`src/hdl/menu_consts.vh`:
```
// Purpose: constants for the front-panel key and menu controller
// Assumes: 125 MHz system clock
// Notes: four-digit values are held as BCD, one nibble per digit
`ifndef MENU_CONSTS_VH
`define MENU_CONSTS_VH
`define CLK_KHZ 125000
`define DEBOUNCE_MS 20
`define TICK_MS 100
`define DB_W 23
`define TICK_W 24
`define ALT_TICKS 4'h5
`define REPEAT_TICKS 4'h3
`define TICKS_PER_SEC 10'h00A
`define TICKS_PER_TEN 10'h064
// menu states
`define S_DISP 2'h0
`define S_CODE 2'h1
`define S_MOD 2'h2
`define S_PARAM 2'h3
// module prompt choices
`define MOD_ONE 2'h0
`define MOD_TWO 2'h1
`define MOD_EXIT 2'h2
// parameter indices
`define M1_FIRST 4'h0
`define M1_LAST 4'h3
`define P_SEC_EN 4'h4
`define P_SEL_EN 4'h5
`define P_SCROLL 4'h6
`define P_RST_CFG 4'h7
`define P_INTENS 4'h8
`define P_CODE 4'h9
`define P_FACTORY 4'hA
`define M2_LAST 4'hA
// reset assignment choices
`define RC_PRI 3'h1
`define RC_SEC 3'h2
`define RC_BOTH 3'h3
`define RC_DSP 3'h4
// defaults and special values
`define DEF_ZERO 16'h0000
`define DEF_INTENS 16'h0003
`define DEF_RST_CFG 16'h0004
`define DEF_SEL_LIM 16'h0008
`define UNIVERSAL_CODE 16'h0222
`define ZERO_DISP 24'h000000
`define BLANK_DISP 24'hFFFFFF
// register byte offsets
`define R_STATUS 6'h00
`define R_CONTROL 6'h04
`define R_PINDEX 6'h08
`define R_PDATA 6'h0C
`define R_MAIN 6'h10
`define R_SEC 6'h14
`define R_EDIT 6'h18
`endif

```
`src/hdl/front_panel_menu_controller.v`:
```
// Purpose: three-key front-panel menu controller with display selection
// Assumes: keys high while pressed, inputs synchronous to mclk_in
// Notes: registers over Avalon-MM, one wait state per access
// Operation
// - parameters unchangeable in display mode
// - parameter key enters programming mode
// - locked access with user input active keeps display mode unless a code is set
// - two modules, prompt alternates with module
// - select steps module, parameter key enters
// - parameter key advances, earlier values kept
// - after last parameter, show exit choice
// - name alternates with value, keys step
// - parameter key stores, activates, advances
// - one flashing digit, rightmost first
// - reset key increments digit, repeats held
// - select key moves digit left
// - exit choice commits memory, returns display
// - secondary display shows designator 2
// - auto scroll toggles displays each interval
// - select key toggles main and secondary
// - reset key resets configured displays
// - module two offers factory defaults
// - reset zeroes main, blanks secondary
// - universal code always grants access
`timescale 1ns/10ps
`include "menu_consts.vh"

module key_debounce #(
  parameter [`DB_W-1:0] CYCLES = 23'h000010
) (
  input wire clk_in,    // system clock
  input wire rst_b_in,  // async reset, low
  input wire raw_in,    // raw key level
  output wire level_out, // debounced level
  output wire press_out  // one-cycle press pulse
);
  reg [`DB_W-1:0] cnt;
  reg level;
  reg press;
  assign level_out = level;
  assign press_out = press;
  // level only follows the key once it stayed put for the full count
  always @(posedge clk_in or negedge rst_b_in) begin
    if (!rst_b_in) begin
      cnt <= {`DB_W{1'b0}};
      level <= 1'b0;
      press <= 1'b0;
    end else begin
      press <= 1'b0;
      if (raw_in == level) begin
        cnt <= {`DB_W{1'b0}};
      end else if (cnt >= CYCLES - 23'h000001) begin
        cnt <= {`DB_W{1'b0}};
        level <= raw_in;
        press <= raw_in;
      end else begin
        cnt <= cnt + 23'h000001;
      end
    end
  end
endmodule // key_debounce

module front_panel_menu_controller #(
  parameter [`DB_W-1:0] DEBOUNCE_CYCLES = `DEBOUNCE_MS * `CLK_KHZ,
  parameter [`TICK_W-1:0] TICK_CYCLES = `TICK_MS * `CLK_KHZ
) (
  input wire mclk_in,           // system clock
  input wire rst_b_in,          // async reset, low
  input wire parameter_key_in,  // parameter key, high pressed
  input wire select_key_in,     // select key, high pressed
  input wire reset_key_in,      // reset key, high pressed
  input wire user_input_in,     // user input active, high
  input wire [5:0] address_in,  // avalon byte address
  input wire read_in,           // avalon read
  input wire write_in,          // avalon write
  input wire [31:0] writedata_in, // avalon write data
  output wire [31:0] readdata_out, // avalon read data
  output wire waitrequest_out,  // avalon wait
  output wire prog_mode_out,    // programming mode active
  output wire [1:0] menu_state_out, // menu state
  output wire [1:0] module_out, // module prompt choice
  output wire [3:0] param_index_out, // current parameter
  output wire [15:0] edit_value_out, // value being edited
  output wire [3:0] flash_digit_out, // one-hot flashing digit
  output wire alt_phase_out,    // high shows name, low value
  output wire secondary_shown_out, // secondary display shown
  output wire designator_out,   // show 2 at far right
  output wire [23:0] shown_value_out, // displayed characters
  output wire param_store_out,  // pulse, value stored
  output wire nv_commit_out,    // pulse, commit to memory
  output wire factory_load_out  // pulse, defaults loaded
);
  localparam ST_DISP = `S_DISP, ST_CODE = `S_CODE, ST_MOD = `S_MOD, ST_PARAM = `S_PARAM;

  wire rst_lvl;
  wire par_p, sel_p, rst_p;
  key_debounce #(.CYCLES(DEBOUNCE_CYCLES)) u_par (.clk_in(mclk_in), .rst_b_in(rst_b_in),
    .raw_in(parameter_key_in), .level_out(), .press_out(par_p));
  key_debounce #(.CYCLES(DEBOUNCE_CYCLES)) u_sel (.clk_in(mclk_in), .rst_b_in(rst_b_in),
    .raw_in(select_key_in), .level_out(), .press_out(sel_p));
  key_debounce #(.CYCLES(DEBOUNCE_CYCLES)) u_rst (.clk_in(mclk_in), .rst_b_in(rst_b_in),
    .raw_in(reset_key_in), .level_out(rst_lvl), .press_out(rst_p));

  reg [15:0] pmem [0:15];
  reg [1:0] state, modsel, digit;
  reg [3:0] pidx;
  reg [15:0] edit;
  reg alt, show_sec, desig;
  reg [23:0] main_val, sec_val, shown;
  reg store_p, commit_p, fact_p;
  reg lock_fn, tick;
  reg [3:0] bus_idx, alt_cnt, rep_cnt;
  reg [`TICK_W-1:0] tick_cnt;
  reg [9:0] scroll_cnt;
  reg wait_r;
  reg [31:0] rdata, next_rdata;
  integer i;

  function [15:0] pdefault;
    input [3:0] idx;
    begin
      case (idx)
        `P_INTENS: pdefault = `DEF_INTENS;
        `P_RST_CFG: pdefault = `DEF_RST_CFG;
        default: pdefault = `DEF_ZERO;
      endcase
    end
  endfunction

  // number of choices in a selection list; numeric ones return zero
  function [15:0] sel_limit;
    input [3:0] idx;
    begin
      case (idx)
        `P_SEC_EN, `P_SEL_EN, `P_FACTORY: sel_limit = 16'h0002;
        `P_RST_CFG: sel_limit = 16'h0005;
        `P_SCROLL, `P_INTENS, `P_CODE: sel_limit = 16'h0000;
        default: sel_limit = `DEF_SEL_LIM;
      endcase
    end
  endfunction

  wire numeric = (sel_limit(pidx) == 16'h0000) || (state == ST_CODE);
  wire [15:0] lim = sel_limit(pidx);
  wire [3:0] cur_nib = edit[{digit, 2'b00} +: 4];
  wire [3:0] inc_nib = (cur_nib >= 4'h9) ? 4'h0 : cur_nib + 4'h1;
  wire [15:0] code = pmem[`P_CODE];
  wire sec_en = (pmem[`P_SEC_EN] != 16'h0000);
  wire [15:0] scr = pmem[`P_SCROLL];
  wire [9:0] scroll_lim = ({6'h00, scr[7:4]} * `TICKS_PER_TEN) + ({6'h00, scr[3:0]} * `TICKS_PER_SEC);
  wire [2:0] rcfg = pmem[`P_RST_CFG][2:0];
  wire [3:0] last_idx = (modsel == `MOD_ONE) ? `M1_LAST : `M2_LAST;
  wire wr = write_in && !wait_r;
  wire repeat_fire = rst_lvl && tick && (rep_cnt >= `REPEAT_TICKS - 4'h1);

  assign readdata_out = rdata;
  assign waitrequest_out = wait_r;
  assign prog_mode_out = (state != ST_DISP);
  assign menu_state_out = state;
  assign module_out = modsel;
  assign param_index_out = pidx;
  assign edit_value_out = edit;
  assign flash_digit_out = {digit == 2'h3, digit == 2'h2, digit == 2'h1, digit == 2'h0};
  assign alt_phase_out = alt;
  assign secondary_shown_out = show_sec;
  assign designator_out = desig;
  assign shown_value_out = shown;
  assign param_store_out = store_p;
  assign nv_commit_out = commit_p;
  assign factory_load_out = fact_p;

  // base tick drives name/value alternation, key repeat and scrolling
  always @(posedge mclk_in or negedge rst_b_in) begin
    if (!rst_b_in) begin
      tick_cnt <= {`TICK_W{1'b0}};
      tick <= 1'b0;
      alt_cnt <= 4'h0;
      alt <= 1'b1;
      rep_cnt <= 4'h0;
    end else begin
      tick <= (tick_cnt >= TICK_CYCLES - 24'h000001);
      tick_cnt <= (tick_cnt >= TICK_CYCLES - 24'h000001) ? {`TICK_W{1'b0}} : tick_cnt + 24'h000001;
      if (tick) begin
        alt_cnt <= (alt_cnt >= `ALT_TICKS - 4'h1) ? 4'h0 : alt_cnt + 4'h1;
        if (alt_cnt >= `ALT_TICKS - 4'h1) begin
          alt <= !alt;
        end
      end
      if (!rst_lvl) begin
        rep_cnt <= 4'h0;
      end else if (tick) begin
        rep_cnt <= (rep_cnt >= `REPEAT_TICKS - 4'h1) ? 4'h0 : rep_cnt + 4'h1;
      end
    end
  end

  // menu, parameter store and display values share one process
  always @(posedge mclk_in or negedge rst_b_in) begin
    if (!rst_b_in) begin
      for (i = 0; i < 16; i = i + 1) begin
        pmem[i] <= `DEF_ZERO;
      end
      state <= ST_DISP;
      modsel <= `MOD_ONE;
      pidx <= `M1_FIRST;
      edit <= `DEF_ZERO;
      digit <= 2'h0;
      show_sec <= 1'b0;
      desig <= 1'b0;
      main_val <= `ZERO_DISP;
      sec_val <= `BLANK_DISP;
      shown <= `ZERO_DISP;
      store_p <= 1'b0;
      commit_p <= 1'b0;
      fact_p <= 1'b0;
      lock_fn <= 1'b0;
      bus_idx <= 4'h0;
      scroll_cnt <= 10'h000;
    end else begin
      store_p <= 1'b0;
      commit_p <= 1'b0;
      fact_p <= 1'b0;
      shown <= show_sec ? sec_val : main_val;
      desig <= show_sec;
      if (!sec_en) begin
        show_sec <= 1'b0;
      end
      if (wr) begin
        case (address_in)
          `R_CONTROL: lock_fn <= writedata_in[0];
          `R_PINDEX: bus_idx <= writedata_in[3:0];
          `R_PDATA: begin
            if (state != ST_DISP) begin
              pmem[bus_idx] <= writedata_in[15:0];
            end
          end
          `R_MAIN: main_val <= writedata_in[23:0];
          `R_SEC: sec_val <= writedata_in[23:0];
          default: ;
        endcase
      end
      case (state)
        ST_DISP: begin
          if (sec_en && scroll_lim != 10'h000 && tick) begin
            if (scroll_cnt >= scroll_lim - 10'h001) begin
              scroll_cnt <= 10'h000;
              show_sec <= !show_sec;
            end else begin
              scroll_cnt <= scroll_cnt + 10'h001;
            end
          end
          if (par_p) begin
            edit <= `DEF_ZERO;
            digit <= 2'h0;
            modsel <= `MOD_ONE;
            // with the lock on, inactive user input skips the code check
            if (lock_fn && !user_input_in) begin
              state <= ST_MOD;
            end else if (code == `DEF_ZERO) begin
              state <= lock_fn ? ST_DISP : ST_MOD;
            end else begin
              state <= ST_CODE;
            end
          end else if (sel_p) begin
            if (sec_en && pmem[`P_SEL_EN] != 16'h0000) begin
              show_sec <= !show_sec;
              scroll_cnt <= 10'h000;
            end
          end else if (rst_p) begin
            if (rcfg == `RC_PRI || rcfg == `RC_BOTH || (rcfg == `RC_DSP && !show_sec)) begin
              main_val <= `ZERO_DISP;
            end
            if (sec_en && (rcfg == `RC_SEC || rcfg == `RC_BOTH || (rcfg == `RC_DSP && show_sec))) begin
              sec_val <= `BLANK_DISP;
            end
          end
        end
        ST_MOD: begin
          show_sec <= 1'b0;
          if (sel_p) begin
            modsel <= (modsel == `MOD_EXIT) ? `MOD_ONE : modsel + 2'h1;
          end else if (par_p) begin
            if (modsel == `MOD_EXIT) begin
              commit_p <= 1'b1;
              state <= ST_DISP;
            end else begin
              pidx <= (modsel == `MOD_ONE) ? `M1_FIRST : `P_SEC_EN;
              edit <= pmem[(modsel == `MOD_ONE) ? `M1_FIRST : `P_SEC_EN];
              digit <= 2'h0;
              state <= ST_PARAM;
            end
          end
        end
        ST_CODE, ST_PARAM: begin
          if (par_p) begin
            digit <= 2'h0;
            if (state == ST_CODE) begin
              if (edit == code || edit == `UNIVERSAL_CODE) begin
                state <= ST_MOD;
              end else begin
                state <= ST_DISP;
              end
            end else begin
              pmem[pidx] <= edit;
              store_p <= 1'b1;
              if (pidx == `P_FACTORY && edit != `DEF_ZERO) begin
                for (i = 0; i < 16; i = i + 1) begin
                  pmem[i] <= pdefault(i[3:0]);
                end
                fact_p <= 1'b1;
              end
              if (pidx == last_idx) begin
                modsel <= `MOD_EXIT;
                state <= ST_MOD;
              end else begin
                pidx <= pidx + 4'h1;
                edit <= pmem[pidx + 4'h1];
              end
            end
          end else if (numeric) begin
            if (sel_p) begin
              digit <= digit + 2'h1;
            end else if (rst_p || repeat_fire) begin
              edit[{digit, 2'b00} +: 4] <= inc_nib;
            end
          end else if (sel_p) begin
            edit <= (edit >= lim - 16'h0001) ? `DEF_ZERO : edit + 16'h0001;
          end else if (rst_p) begin
            edit <= (edit == `DEF_ZERO) ? lim - 16'h0001 : edit - 16'h0001;
          end
        end
        default: state <= ST_DISP;
      endcase
    end
  end

  always @* begin
    next_rdata = 32'h00000000;
    case (address_in)
      `R_STATUS: next_rdata = {22'h000000, show_sec, alt, pidx, modsel, state};
      `R_CONTROL: next_rdata = {31'h00000000, lock_fn};
      `R_PINDEX: next_rdata = {28'h0000000, bus_idx};
      `R_PDATA: next_rdata = {16'h0000, pmem[bus_idx]};
      `R_MAIN: next_rdata = {8'h00, main_val};
      `R_SEC: next_rdata = {8'h00, sec_val};
      `R_EDIT: next_rdata = {14'h0000, digit, edit};
      default: next_rdata = 32'h00000000;
    endcase
  end

  // one wait state: data is captured as waitrequest drops
  always @(posedge mclk_in or negedge rst_b_in) begin
    if (!rst_b_in) begin
      wait_r <= 1'b1;
      rdata <= 32'h00000000;
    end else begin
      if ((read_in || write_in) && wait_r) begin
        wait_r <= 1'b0;
        rdata <= read_in ? next_rdata : 32'h00000000;
      end else begin
        wait_r <= 1'b1;
      end
    end
  end
endmodule // front_panel_menu_controller

```
`config.mk`:
```
export PLATFORM = sky130hd
export DESIGN_NAME = front_panel_menu_controller
export DESIGN_NICKNAME = d
export VERILOG_FILES = /design/src/hdl/front_panel_menu_controller.v
export VERILOG_INCLUDE_DIRS = /design/src /design/src/hdl
export SDC_FILE = /design/constraint.sdc
export NUM_CORES = 1
export LEC_CHECK = 0
export BUFFER_PORTS_ARGS = -buffer_cell sky130_fd_sc_hd__buf_2
export CAP_MARGIN = 5
export CORE_UTILIZATION = 55
export DETAILED_ROUTE_END_ITERATION = 12
export GPL_TIMING_DRIVEN = 1
export PLACE_DENSITY = 0.72
export SYNTH_ARGS = -nofsm -noshare
export SYNTH_HDL_FRONTEND = slang
export SYNTH_SLANG_ARGS = --single-unit
```
`constraint.sdc`:
```
create_clock -name mclk_in -period 6.7 [get_ports mclk_in]
set_input_delay 0.335 -clock mclk_in [delete_from_list [all_inputs] [get_ports mclk_in]]
set_output_delay 0.335 -clock mclk_in [all_outputs]
set_load 0.1 [all_outputs]
```
==> key figures <==
Worst setup path
  – WP data required: 7.20 ns
  – Crit path capture type: register
  – CP startpoint kind: register
  – WS Path Type: register to register
  – Crit-path max FO: 38
  – CP Data Arrival Time: 5.82 ns

Detailed routing
  – WL/cell: 27.8 um
  – Detailed Route Iter0 Violations: 3,476
  – Drt pass-1 iters: 6
  – Drt drc: 0
  – Via count: 27,100
  – Routed WL: 109,000 um
  – Vias per inst: 6.88
  – Antenna-violating nets left: 0

Power
  – Leak: 13.7 nW
  – PwrDens: 343 nW/um^2
  – Peak supply drop: 0.000265 V

Logic synthesis
  – Post-synth cell types: 86
  – Post-synthesis cell count: 3,136
  – Commonest cells post-synth: dfrtp_1 (482), nand2_1 (409), nor2_1 (295), mux2i_1 (274), clkbuf_1 (197)
  – Main synth FF type: dfrtp_1
  – Synth Register Bits: 508
  – Top post-synthesis cells by area: dfrtp_1 (39%), mux4_2 (10%), mux2i_1 (8.8%)
  – Avg Cell Area, Syn: 9.97 um^2
  – Number of enable-type register cells in the synthesized netlist: 0
  – Yosys top cell by area: dfrtp_1
  – Proportion of netlist area held by the largest area contributor: 0.386
  – Sequential share of the synthesized area: 0.407
  – Ys Warns: 0
  – Post-synthesis cell area: 31,300 um^2
  – Async SR Flop Fraction: 1.00
  – Cell with the most instances after synthesis: dfrtp_1

GRT
  – Largest net degree at the start of global routing: 154
  – Gr usage total: 0.380
  – Number of global-route vias before repair: 26,200
  – Global-route wire length before repair: 163,000 um
  – Antenna violations before repair: 4
  – Grt total ovfl: 0

Timing
  – Final Hold Fails: 0
  – Setup TNS: 0 ns
  – Setup repair after global routing missed its margin: no
  – Achievable frequency: 188 MHz
  – Worst slew pin tran: 1.27 ns
  – Tcrit/Tclk final: 0.794
  – Final setup vio count: 0
  – Max-slew violation count: 0
  – Worst Skew: 0.0248 ns
  – Post-route minimum period: 5.32 ns
  – Worst slew margin: 0.146

Job
  – Max-Cap Viols: 0

Die
  – Num rows: 87
  – Core area: 56,300 um^2
  – I/O pin total: 138
  – Die span in y: 240 um
  – Die W: 240 um
  – Initial Util: 0.556
  – Full die area: 57,800 um^2

Place
  – Post-DP HPWL: 73,200 um
  – GP Congestion: 0.990
  – I/O Buffers: 121
  – Placed cell area: 32,400 um^2
  – Placed cells: 3,825

Run status
  – Run status: complete, no violations

Clock tree
  – CTS tree: done
  – Root buffer cell: clkbuf_16
  – Clk_lat worst skew: 0.63 ns
  – H-tree levels: 2
  – CTS Buffer Depth: 3
  – CTS-repair resized insts: 0
  – Clock transition at path regs: 0.07 ns
  – CTS Buf Count: 54
  – CTS sink cnt: 508

Final layout
  – Layout cells sized above 1: 0.167
  – P&R area growth vs syn: 10.4%
  – Non-Filler Instances: 3,941
  – # nets final: 3,259
  – Final Util: 0.613
  – Fin area: 34,500 um^2

Min path
  – Hold Crit Class: input pin to register
-- power by group --
part | internal [W] | switching (W) | total, W | leakage (nW)
sequential | 0.00333 | 0.000296 | 0.00362 | 5.59
combinational | 0.00134 | 0.00349 | 0.00483 | 7.13
clock | 0.00205 | 0.00134 | 0.00338 | 0.979
total | 0.00671 | 0.00513 | 0.0118 | 13.7
-- sequential cells by signal, summed over array words and instances (netlist names), 10 cells and up --
| name | cells |
|---|---|
| code | 16 |
| scr | 16 |
| u_sel.cnt | 23 |
| pmem | 224 |
| u_par.cnt | 23 |
| sec_val | 24 |
| scroll_cnt | 10 |
| tick_cnt | 24 |
| u_rst.cnt | 23 |
| edit_value_out | 16 |
| shown_value_out | 24 |
| main_val | 24 |
| readdata_out | 24 |
-- logic make-up after synthesis --
| group | Yosys count | synth area share |
|---|---|---|
| buffers and inverters | 321 | 0.0419 |
| and+or+nand+nor | 1048 | 0.151 |
| xor gates and xnor gates | 133 | 0.0372 |
| DFF | 508 | 0.407 |
| muxes | 455 | 0.205 |
| other | 1 | 0.000120 |
| AOI/OAI and AO/OA | 594 | 0.126 |
| adders and majority gates | 76 | 0.0311 |
-- layer usage --
layer / GRT usage / vias to the layer above / wire (um)
met5: 0 / - / 13
met4: 0.244 / 2 / 7750
met3: 0.0936 / 398 / 12000
met2: 0.566 / 1793 / 48400
met1: 0.494 / 13500 / 41200
li1: - / 11400 / -
-- cells in the final DEF (no fill, tap or decap), types with 27 or more instances in the layout --
cell type and instances:
mux4_2 144, nor2_1 288, a21oi_1 84, ha_1 72
clkbuf_16 57, xor2_1 62, inv_1 52, dfrtp_1 479
nand4_1 37, o22ai_1 80, xnor2_1 68, mux2i_1 274
nand3_1 114, o21ai_0 108, a211oi_1 116, buf_4 66
buf_2 120, nand2_1 409, mux2_2 37, a22oi_1 27
and3_1 30
-- critical path, stage by stage, from the launching register on --
cell and delay [ns]:
dfrtp_4 0.85, inv_1 0.29, ha_1 0.45, and2_1 0.25
nor2_1 0.24, ha_1 0.23, ha_1 0.16, inv_1 0.13
ha_1 0.34, a21oi_1 0.13, o21ai_0 0.11, a221oi_1 0.67
a21boi_2 0.70, a221oi_1 0.21, o311ai_0 0.41
-- worst paths after layout --
path                       cells after the start                end  slack (ns)          startpoint
hold / removal                                 4            lock_fn        0.12       address_in[5]
hold reg to reg                                1    u_sel.press_out        0.47     u_sel.level_out
setup / recovery                              14  edit_value_out[5]        1.38  param_index_out[0]
min in group asynchronous                      2           pmem[79]        0.27            rst_b_in
max in group asynchronous                      3       tick_cnt[18]        4.98            rst_b_in
setup reg to reg                              14  edit_value_out[5]        1.38  param_index_out[0]
-- layout make-up --
cell class | instances | area (um^2)
Antenna cell | 3 | 7.51
Clock buffer | 75 | 1590
Clock inverter | 26 | 398
Fill cell | 4598 | 21800
Inverter | 54 | 204
Multi-Input combinational cell | 2317 | 17300
Sequential cell | 508 | 12800
Tap cell | 756 | 946
Timing Repair Buffer | 202 | 1290
-- stage by stage --
stage                     total power, W  hold WS, ns  setup WS (ns)
after detailed placement         0.00835        0.427           1.55
after global routing              0.0122        0.136           1.07
after global placement           0.00828        0.408           1.62
after CTS                         0.0117        0.106           1.53
final                             0.0118        0.117           1.38
after floorplan                  0.00690       0.0394           1.96
-- what timing repair did --
action / in CTS / in global routing
hold buffers: 12 / 0
hold endpoints to repair: 96 / 0
buffers inserted: 0 / 0
No activity file was read; power rests on OpenSTA's default activity.
